--- config.mk ---
export PLATFORM = sky130hd
export DESIGN_NAME = sfs_switchover
export DESIGN_NICKNAME = d
export VERILOG_FILES = /design/src/sfs_pkg.sv /design/src/sfs_speed_estimator.sv /design/src/sfs_switchover.sv
export SDC_FILE = /design/constraint.sdc
export NUM_CORES = 1
export LEC_CHECK = 0
export ABC_AREA = 1
export BUFFER_PORTS_ARGS = -buffer_cell sky130_fd_sc_hd__buf_4
export CAP_MARGIN = 0
export CORE_ASPECT_RATIO = 0.6
export CORE_MARGIN = 5
export CORE_UTILIZATION = 60
export DETAILED_ROUTE_END_ITERATION = 8
export GPL_TIMING_DRIVEN = 0
export HOLD_SLACK_MARGIN = 0.03
export PLACE_DENSITY = 0.82
export SLEW_MARGIN = 20
export SYNTH_ARGS = -nofsm -noshare
export SYNTH_HDL_FRONTEND = slang
export SYNTH_SLANG_ARGS = --single-unit
--- constraint.sdc ---
create_clock -name pclk -period 6.18 [get_ports pclk]
set_clock_uncertainty 0.1 [all_clocks]
set_input_delay 0.309 -clock pclk [delete_from_list [all_inputs] [get_ports pclk]]
set_output_delay 0.309 -clock pclk [all_outputs]
set_load 0.01 [all_outputs]
--- src/sfs_pkg.sv ---
package sfs_pkg;
  // ------------------------------------------------------------
  // register map
  // ------------------------------------------------------------
  localparam logic [7:0] SFS_CTRL_OFS = 8'h00;
  localparam logic [7:0] SFS_DELAY_OFS = 8'h04;
  localparam logic [7:0] SFS_STAT_OFS = 8'h08;
  localparam logic [7:0] SFS_ISR_OFS = 8'h0c;
  localparam logic [7:0] SFS_IMR_OFS = 8'h10;
  localparam logic [7:0] SFS_REMAIN_OFS = 8'h14;
  localparam logic [7:0] SFS_EST_OFS = 8'h18;
  // control fields
  localparam int SFS_CTRL_SW_EN_BIT = 0;
  localparam int SFS_CTRL_DLY_EN_BIT = 1;
  localparam int SFS_CTRL_FLY_BIT = 2;
  // event fields, shared by status and mask
  localparam int SFS_EV_SWITCH_BIT = 0;
  localparam int SFS_EV_RAMP_BIT = 1;
  // reset values
  localparam logic [2:0] SFS_CTRL_RST = 3'h0;
  localparam logic [14:0] SFS_DELAY_RST = 15'h0000;
  localparam logic [1:0] SFS_IMR_RST = 2'h0;
  // ------------------------------------------------------------
  // timing and thresholds
  // ------------------------------------------------------------
  localparam int SFS_CLK_PERIOD_NS = 100;
  localparam int SFS_MS_NS = 1000000;
  localparam int SFS_MS_CYCLES = SFS_MS_NS / SFS_CLK_PERIOD_NS;
  localparam logic [14:0] SFS_DELAY_MAX_MS = 15'h7530;
  localparam logic [6:0] SFS_CONV_MS = 7'h64;
  localparam logic [16:0] SFS_FAIL_RPM = 17'h0012c;
  localparam logic [15:0] SFS_THRESH_RPM = 16'h012c;
  localparam logic [4:0] SFS_PCT_NUM = 5'h13;
  localparam logic [4:0] SFS_PCT_DEN = 5'h14;
  localparam int SFS_EST_SHIFT = 3;
  // ------------------------------------------------------------
  // sequencer states
  // ------------------------------------------------------------
  typedef enum logic [2:0]
  {
    SFS_IDLE = 3'b001,
    SFS_HOLD = 3'b010,
    SFS_RUN = 3'b100
  } sfs_seq_type;
endpackage

--- src/sfs_speed_estimator.sv ---
`timescale 1ns/1ns
`default_nettype none
module sfs_speed_estimator
  import sfs_pkg::*;
#(
  parameter int W = 16,
  parameter int SHIFT = SFS_EST_SHIFT
)
(
  input wire logic pclk,
  input wire logic presetn,
  input wire logic signed [W-1:0] model_speed,
  output logic signed [W-1:0] est_speed
);
  logic signed [W-1:0] est_r;
  logic signed [W-1:0] est_nxt;
  logic signed [W:0] err;

  // first-order tracker; runs every cycle whatever feedback is in use
  always_comb
  begin
    err = {model_speed[W-1], model_speed} - {est_r[W-1], est_r};
    est_nxt = est_r + W'(err >>> SHIFT);
  end

  always_ff @(posedge pclk or negedge presetn)
  begin
    if (!presetn)
      est_r <= '0;
    else
      est_r <= est_nxt;
  end

  assign est_speed = est_r;
endmodule
`default_nettype wire

--- src/sfs_switchover.sv ---
// The register offsets and the APB register port were chosen for this implementation.
`timescale 1ns/1ns
`default_nettype none
module sfs_switchover
  import sfs_pkg::*;
#(
  parameter int MS_CYCLES = SFS_MS_CYCLES
)
(
  input wire logic pclk,
  input wire logic presetn,
  input wire logic [7:0] paddr,
  input wire logic psel,
  input wire logic penable,
  input wire logic pwrite,
  input wire logic [31:0] pwdata,
  output logic [31:0] prdata,
  output logic pready,
  output logic pslverr,
  input wire logic run_cmd,
  input wire logic autotune_active,
  input wire logic signed [15:0] encoder_speed,
  input wire logic signed [15:0] model_speed,
  input wire logic signed [15:0] speed_setpoint,
  output logic signed [15:0] feedback_speed,
  output logic sensorless,
  output logic ramp_enable,
  output logic switchover_warning,
  output logic irq
);
  localparam int TW = $clog2(MS_CYCLES + 1);

  // ------------------------------------------------------------
  // state
  // ------------------------------------------------------------
  logic [2:0] ctrl_r, ctrl_nxt;
  logic [14:0] delay_r, delay_nxt;
  logic [1:0] isr_r, isr_nxt;
  logic [1:0] imr_r, imr_nxt;
  logic [31:0] prdata_r, prdata_nxt;
  sfs_seq_type st_r, st_nxt;
  logic [14:0] remain_r, remain_nxt;
  logic [TW-1:0] tick_r, tick_nxt;
  logic [6:0] conv_r, conv_nxt;
  logic reached_r, reached_nxt;
  logic [15:0] sp0_r, sp0_nxt;
  logic sensorless_r, sensorless_nxt;
  logic signed [15:0] fb_r, fb_nxt;
  logic signed [15:0] est_speed;
  logic wr_acc, rd_setup, mapped, ms_tick, conv_done, low_sp;
  logic fail, sw_allowed, switch_evt, ramp_evt;
  logic [16:0] diff, diff_abs;
  logic [15:0] est_abs, sp_abs;

  // ------------------------------------------------------------
  // estimator, always running alongside the encoder
  // ------------------------------------------------------------
  sfs_speed_estimator #(.W(16), .SHIFT(SFS_EST_SHIFT)) u_est
  (
    .pclk(pclk),
    .presetn(presetn),
    .model_speed(model_speed),
    .est_speed(est_speed)
  );

  // ------------------------------------------------------------
  // speed comparisons
  // ------------------------------------------------------------
  // 17-bit difference so that -32768 cannot wrap
  always_comb
  begin
    diff = {encoder_speed[15], encoder_speed} - {est_speed[15], est_speed};
    diff_abs = diff[16] ? 17'(-diff) : diff;
    fail = diff_abs > SFS_FAIL_RPM;
    est_abs = est_speed[15] ? 16'(-est_speed) : est_speed;
    sp_abs = speed_setpoint[15] ? 16'(-speed_setpoint) : speed_setpoint;
    low_sp = sp_abs < SFS_THRESH_RPM;
    conv_done = conv_r == SFS_CONV_MS;
    ms_tick = tick_r == TW'(MS_CYCLES - 1);
    sw_allowed = ctrl_r[SFS_CTRL_SW_EN_BIT]
      && !autotune_active && !ctrl_r[SFS_CTRL_FLY_BIT]
      && conv_done
      && reached_r
      && !low_sp
      && st_r == SFS_RUN && run_cmd;
    switch_evt = sw_allowed && fail && !sensorless_r;
  end

  // ------------------------------------------------------------
  // sequencer, start delay and switchover latch
  // ------------------------------------------------------------
  always_comb
  begin
    st_nxt = st_r;
    remain_nxt = remain_r;
    tick_nxt = ms_tick ? '0 : tick_r + TW'(1);
    conv_nxt = conv_r;
    reached_nxt = reached_r;
    sp0_nxt = sp0_r;
    sensorless_nxt = sensorless_r;
    ramp_evt = 1'b0;
    unique case (st_r)
      SFS_IDLE:
      begin
        tick_nxt = '0;
        if (run_cmd)
        begin
          sp0_nxt = sp_abs;
          conv_nxt = '0;
          reached_nxt = 1'b0;
          if (ctrl_r[SFS_CTRL_DLY_EN_BIT] && delay_r != '0)
          begin
            st_nxt = SFS_HOLD;
            remain_nxt = delay_r;
          end
          else
          begin
            st_nxt = SFS_RUN;
            ramp_evt = 1'b1;
          end
        end
      end
      SFS_HOLD:
      begin
        if (!run_cmd)
        begin
          st_nxt = SFS_IDLE;
          remain_nxt = '0;
        end
        else if (ms_tick)
        begin
          remain_nxt = remain_r - 15'h0001;
          if (remain_r == 15'h0001)
          begin
            st_nxt = SFS_RUN;
            ramp_evt = 1'b1;
          end
        end
      end
      SFS_RUN:
      begin
        if (ms_tick && !conv_done)
          conv_nxt = conv_r + 7'h01;
        // 95% test: |est| * 20 >= |sp0| * 19, kept once reached
        if (21'(est_abs) * 21'(SFS_PCT_DEN) >= 21'(sp0_r) * 21'(SFS_PCT_NUM))
          reached_nxt = 1'b1;
        if (switch_evt)
          sensorless_nxt = 1'b1;
        if (!run_cmd)
        begin
          st_nxt = SFS_IDLE;
          sensorless_nxt = 1'b0;
        end
      end
    endcase
    // feedback mux, registered; no way back to encoder while latched
    fb_nxt = (sensorless_r || switch_evt) ? est_speed : encoder_speed;
  end

  always_ff @(posedge pclk or negedge presetn)
  begin
    if (!presetn)
    begin
      st_r <= SFS_IDLE;
      remain_r <= '0;
      tick_r <= '0;
      conv_r <= '0;
      reached_r <= 1'b0;
      sp0_r <= '0;
      sensorless_r <= 1'b0;
      fb_r <= '0;
    end
    else
    begin
      st_r <= st_nxt;
      remain_r <= remain_nxt;
      tick_r <= tick_nxt;
      conv_r <= conv_nxt;
      reached_r <= reached_nxt;
      sp0_r <= sp0_nxt;
      sensorless_r <= sensorless_nxt;
      fb_r <= fb_nxt;
    end
  end

  // ------------------------------------------------------------
  // apb slave: zero wait, read data captured in setup phase
  // ------------------------------------------------------------
  always_comb
  begin
    wr_acc = psel && penable && pwrite;
    rd_setup = psel && !penable && !pwrite;
    mapped = paddr inside {SFS_CTRL_OFS, SFS_DELAY_OFS, SFS_STAT_OFS,
      SFS_ISR_OFS, SFS_IMR_OFS, SFS_REMAIN_OFS, SFS_EST_OFS};
    ctrl_nxt = ctrl_r;
    delay_nxt = delay_r;
    imr_nxt = imr_r;
    isr_nxt = isr_r;
    prdata_nxt = prdata_r;
    if (wr_acc && paddr == SFS_CTRL_OFS)
      ctrl_nxt = pwdata[2:0];
    // settings beyond 30 s are clamped
    if (wr_acc && paddr == SFS_DELAY_OFS)
      delay_nxt = (pwdata[31:15] != '0 || pwdata[14:0] > SFS_DELAY_MAX_MS)
        ? SFS_DELAY_MAX_MS : pwdata[14:0];
    if (wr_acc && paddr == SFS_IMR_OFS)
      imr_nxt = pwdata[1:0];
    // write one to clear; a new event in the same cycle wins
    if (wr_acc && paddr == SFS_ISR_OFS)
      isr_nxt = isr_r & ~pwdata[1:0];
    if (switch_evt)
      isr_nxt[SFS_EV_SWITCH_BIT] = 1'b1;
    if (ramp_evt)
      isr_nxt[SFS_EV_RAMP_BIT] = 1'b1;
    if (rd_setup)
    begin
      unique case (paddr)
        SFS_CTRL_OFS: prdata_nxt = {29'h0, ctrl_r};
        SFS_DELAY_OFS: prdata_nxt = {17'h0, delay_r};
        SFS_STAT_OFS: prdata_nxt = {26'h0, reached_r, conv_done, st_r, sensorless_r};
        SFS_ISR_OFS: prdata_nxt = {30'h0, isr_r};
        SFS_IMR_OFS: prdata_nxt = {30'h0, imr_r};
        SFS_REMAIN_OFS: prdata_nxt = {17'h0, remain_r};
        SFS_EST_OFS: prdata_nxt = {{16{est_speed[15]}}, est_speed};
        default: prdata_nxt = 32'h0;
      endcase
    end
  end

  always_ff @(posedge pclk or negedge presetn)
  begin
    if (!presetn)
    begin
      ctrl_r <= SFS_CTRL_RST;
      delay_r <= SFS_DELAY_RST;
      isr_r <= '0;
      imr_r <= SFS_IMR_RST;
      prdata_r <= '0;
    end
    else
    begin
      ctrl_r <= ctrl_nxt;
      delay_r <= delay_nxt;
      isr_r <= isr_nxt;
      imr_r <= imr_nxt;
      prdata_r <= prdata_nxt;
    end
  end

  // ------------------------------------------------------------
  // outputs
  // ------------------------------------------------------------
  assign prdata = prdata_r;
  assign pready = 1'b1;
  assign pslverr = psel && penable && !mapped;
  assign feedback_speed = fb_r;
  assign sensorless = sensorless_r;
  assign switchover_warning = isr_r[SFS_EV_SWITCH_BIT];
  assign ramp_enable = st_r == SFS_RUN;
  assign irq = |(isr_r & imr_r);
endmodule
`default_nettype wire

# Yosys cells after proc, flatten, opt, wreduce, memory -nomap -nowiden
# Index checks and enable logic that the tools add are counted.
# word_totals
reg_bits	143
output_inout_bits	54
word_cells	135
# classes
addsub	9
mul	2
n_lt_le_gt_ge	4
eq_ne	20
n_mux	37
n_bitwise	3
reduce_logical	45
# op_table
cell	n
$pmux 32 s7	1
$mux 15	5
$mux 16	3
$sub 16x16->17	2
$neg 16->16	2
$pmux 15 s2	1
$mux 14	2
$eq 8x5->1 const B	3
$ge 21x21->1	1
$mul 16x5->21 const B	1
$logic_and 1x1->1	20
$mul 16x3->19 const B	1
$mux 3	6
$gt 17x9->1 const B	1
$mux 17	1
$neg 17->17	1
$reduce_bool 17->1	1
$add 16x14->16	1
$eq 8x4->1 const B	2
$lt 16x9->1 const B	1
$eq 15x1->1 const B	1
$gt 15x15->1 const B	1
$reduce_bool 15->1	1
$sub 15x1->15 const B	1
28 further kinds	60

# Logic depth before layout (Yosys ltp)
# logic_depth
depth_word	12
ltp_mapped	29
depth_no_buf	29

# Cells and area by module
# From an unflattened synthesis, not the netlist that was laid out.
# hier_totals
cells_unflattened	1756
area_unflattened_um2	12370.6
# modules_own_cells
module	n_inst	cells_each	area_per_inst_um2	seq_area_each_um2
sfs_switchover	1	1506	10500.1	2778.9
sfs_speed_estimator	1	250	1870.5	400.4

# Worst setup path after synthesis
# No wires, ideal clock.
# synth_timing
path_type	reg-to-reg
from	reg u_est.est_r[1], in the netlist u_est.est_speed[1]
to	reg reached_r
arrival_ns	4.195
required_time_ns	5.949
setup_slack_ns	1.753
stages_incl_launch_ff	29
n_path_buf	0
synth_period_minus_slack_ns	4.427
cell_sequence	dfrtp_1 -> inv_1 -> ha_1 -> inv_1 -> nor3_1 -> and3_1 -> inv_1 -> nor3_1 -> nand3_1 -> nand2_1 -> xor2_1 -> ha_1 -> ha_1 -> a21oi_1 -> o21ai_0 -> a21oi_1 -> o21ai_0 -> a21oi_1 -> o21bai_1 -> a21oi_1 -> nor2_1 -> nor2_1 -> xor2_1 -> inv_1 -> ha_1 -> nand2_1 -> inv_1 -> a221oi_1 -> a31oi_1
# synth_via
elab_chain_cells	6
# synth_lines
element	line	rtl
from (decl)	sfs_speed_estimator.sv:15	logic signed [W-1:0] est_r;
from (signal assigned)	sfs_speed_estimator.sv:31	est_r <= est_nxt;
$neg 16->16	sfs_switchover.sv:75	est_abs = est_speed[15] ? 16'(-est_speed) : est_speed;
$mux 16 *	sfs_switchover.sv:75	
$mul 16x3->19 *	sfs_switchover.sv:145	if (21'(est_abs) * 21'(SFS_PCT_DEN) >= 21'(sp0_r) * 21'(SFS_PCT_NUM))
$ge 21x21->1 *	sfs_switchover.sv:145	
$ne 2x1->1 (no source line) *	-	
$reduce_and 3->1 (no source line) *	-	
to (signal assigned)	sfs_switchover.sv:179	reached_r <= reached_nxt;
to (decl)	sfs_switchover.sv:45	logic reached_r, reached_nxt;
# Every way passes the cells marked *; elsewhere a longest branch is shown, timed or not.
# A chain may end at the register's enable or synchronous reset.

# Worst setup path after layout
# Same ends and word-level chain as after synthesis.

==> impl_metrics.py <==
metrics = {
    "run_status": {
        "status": "finished, final reports clean",
    },
    "job": {
        "maxCapViolCount": 0,
    },
    "routing": {
        "drc": 0,
        "wirelength_um": 35500,
        "via_per_inst": 5.67,
        "drt-pass1-iter-count": 5,
        "drt_iter0_drc": 1129,
        "ant_nets": 0,
        "wl_per_cell_um": 16.5,
        "via_count": 12200,
    },
    "cts": {
        "cts_hold_repair.buffers": 7,
        "cts_tree": "yes",
        "ctsResizeCount": 0,
        "clock_latency_ps": 440,
        "cts_root_buf": "clkbuf_16",
        "clk_pin_slew_ps": 60,
        "post-cts-setup-buffer-count": 0,
        "cts-htree-levels": 4,
        "cts_buffers": 17,
        "cts_buffer_depth": 2,
        "clock_sinks": 127,
    },
    "synthesis": {
        "yosysMostFrequentCell": "nand2_1",
        "synthTopCellsByArea": "dfrtp_1, ha_1, nand2_1, inv_1, xor2_1",
        "postSynth.asyncResetShare_pct": 100,
        "synth_top_area_share_pct": 26.0,
        "ys_ff_latch": 127,
        "ys_seq_area_share_pct": 26.3,
        "synth_cell_type_count": 57,
        "syn_inst": 1691,
        "synth_area_per_cell_um2": 7.16,
        "syn_area_um2": 12100,
        "yosysTopAreaCell": "dfrtp_1",
        "synth_warnings": 0,
        "syn-num-nets": 1939,
        "synth_flop_cell": "dfrtp_1",
        "synth-edff-count": 0,
        "synth.top_cells.by_count": "nand2_1, inv_1, ha_1",
    },
    "finish": {
        "syn_to_final_growth_pct": 18.5,
        "final_nets": 2112,
        "filler_cell_count": 1674,
        "layout-drive-gt1-share_pct": 13.6,
        "antenna_cells": 0,
    },
    "place": {
        "portBuffers": 146,
        "dp_hpwl_um": 27900,
        "gp_congestion": 0.975,
    },
    "sta": {
        "worstMarginPinSlew_ps": 781,
        "maxSlewHeadroom_pct": 47.7,
        "setup_viol": 0,
        "finalSetupTns_ps": 0,
        "hold_viol": 0,
        "max_clock_freq_mhz": 187,
        "period_share_pct": 86.6,
        "finalCriticalPeriod_ps": 5350,
        "rsz0062_at_grt": "no",
        "slew_violations": 0,
    },
    "floorplanning": {
        "die-area_um2": 23200,
        "initial_core_util_pct": 60.8,
        "rows": 40,
        "die_h_um": 120,
        "die_x_um": 193,
        "core_um2": 19900,
        "io_pins": 149,
    },
    "global_routing": {
        "antenna_found_initial": 0,
        "grt_use_total_pct": 30.0,
        "grt_pass1_vias": 11500,
        "overflow": 0,
        "grt_max_degree": 100,
        "grt_pass1_wl_um": 57300,
    },
    "setup_path": {
        "ff2ff_path_depth": 28,
        "worst_setup_path_start_kind": "register",
        "crit_type": "reg2reg",
        "cp-endpoint": "reached_r",
        "crit_path_top_delay_cell": "dfrtp_1",
        "slowest_delay_ps": 460,
        "rrSetupSlack_ps": 830,
        "startpoint": "u_est.est_speed[1]",
        "worstPathRequired_ps": 6380,
        "critPathMaxFanout": 6,
        "cpMostUsedCell": "inv_1",
        "end_kind": "register",
        "r2r_end": "reached_r",
        "arrival_ps": 5550,
        "reg2reg_from": "u_est.est_speed[1]",
    },
    "hold_path": {
        "hold_class": "in2reg",
        "hold_depth": 3,
    },
}
[per-stage QoR]
stage	hold WS (ps)	std cells	area, um2	util, %	setup WS (ps)
2_1_floorplan	-86.6	1691	12100	-	1750
3_3_place_gp	354	2110	13500	68.0	996
3_5_place_dp	90.1	2111	13600	68.2	927
4_1_cts	42.7	2150	14300	72.0	883
5_1_grt	60.3	2150	14300	72.0	363
6_report	50.0	2150	14300	72.0	828
[cell usage in the layout, fill, tap and decap left out, types with 4 or more instances in the layout]
cell and count:
a21o_1 4, a21oi_1 106, a221oi_1 5, a31oi_1 15, and3_1 4, buf_4 164, bufinv_16 6, clkbuf_1 18
clkbuf_16 17, clkinv_1 4, clkinv_4 4, dfrtp_1 126, dlygate4sd3_1 7, fa_1 15, ha_1 138, inv_1 269
nand2_1 363, nand2_2 26, nand2_4 5, nand3_1 96, nand3_2 6, nand3b_1 4, nand4_1 24, nor2_1 104
nor2_2 5, nor3_1 37, nor4_1 15, o211ai_1 4, o21ai_0 110, o21bai_1 5, o22ai_1 24, o31ai_1 8
xnor2_1 19, xor2_1 72
[state kept, by name (all words and copies together) (netlist names)]
signal,count
imr_r,2
sensorless,1
delay_r,15
feedback_speed,16
u_est.est_speed,16
sp0_r,16
conv_r,7
reached_r,1
ctrl_r,3
prdata,16
isr_r,2
remain_r,15
st_r,3
tick_r,14
[routing by layer]
layer / GRT usage, % / vias up / wire (um)
met2: 44.5 / 516 / 15100
met5: 0 / - / 0
met3: 8.14 / 66 / 3800
li1: - / 5928 / -
met1: 43.3 / 5686 / 16000
met4: 8.05 / 0 / 668
[worst min path at each step]
stage	start	to
final	encoder_speed[7]	feedback_speed[7]
after global routing	encoder_speed[7]	feedback_speed[7]
after CTS	encoder_speed[7]	feedback_speed[7]
after detailed placement	presetn	feedback_speed[1]
after global placement	tick_r[0]	tick_r[0]
after floorplan	presetn	conv_r[0]
[layout make-up]
type                            instances  area (um2)  area share, %
Multi-Input combinational cell       1248        7650           53.3
Sequential cell                       127        3180           22.2
Timing Repair Buffer                  154        1200           8.37
Inverter                              276        1040           7.22
Clock buffer                           18         439           3.06
Tap cell                              273         342           2.38
Clock inverter                         14         253           1.76
Buffer                                 40         249           1.74
[critical path: cells and delay by family (launching register included)]
| kind | cells | cell delay (ps) |
|---|---|---|
| compound gates | 9 | 1470 |
| fa+ha+maj | 4 | 1130 |
| simple gates | 8 | 1090 |
| buf+inv | 5 | 570 |
| flops | 1 | 460 |
| xor+xnor | 2 | 400 |
[cells by family (layout without fill, tap and decap cells)]
| group | Yosys count | count (layout) | share of synthesized area, % |
|---|---|---|---|
| buffers and inverters | 316 | 502 | 10.6 |
| adder cells (fa/ha/maj) | 153 | 153 | 16.7 |
| multiplexers | 1 | 1 | 0.0826 |
| AO/OA/AOI/OAI | 303 | 303 | 14.1 |
| flip-flops | 127 | 127 | 26.3 |
| AND/OR/NAND/NOR | 699 | 699 | 25.7 |
| XOR/XNOR | 91 | 91 | 6.58 |
| other | 1 | 1 | 0.0310 |
Power is left out: the tool's default activity adds up to more than one toggle a clock period on the data nets, which glitch-free logic cannot reach.
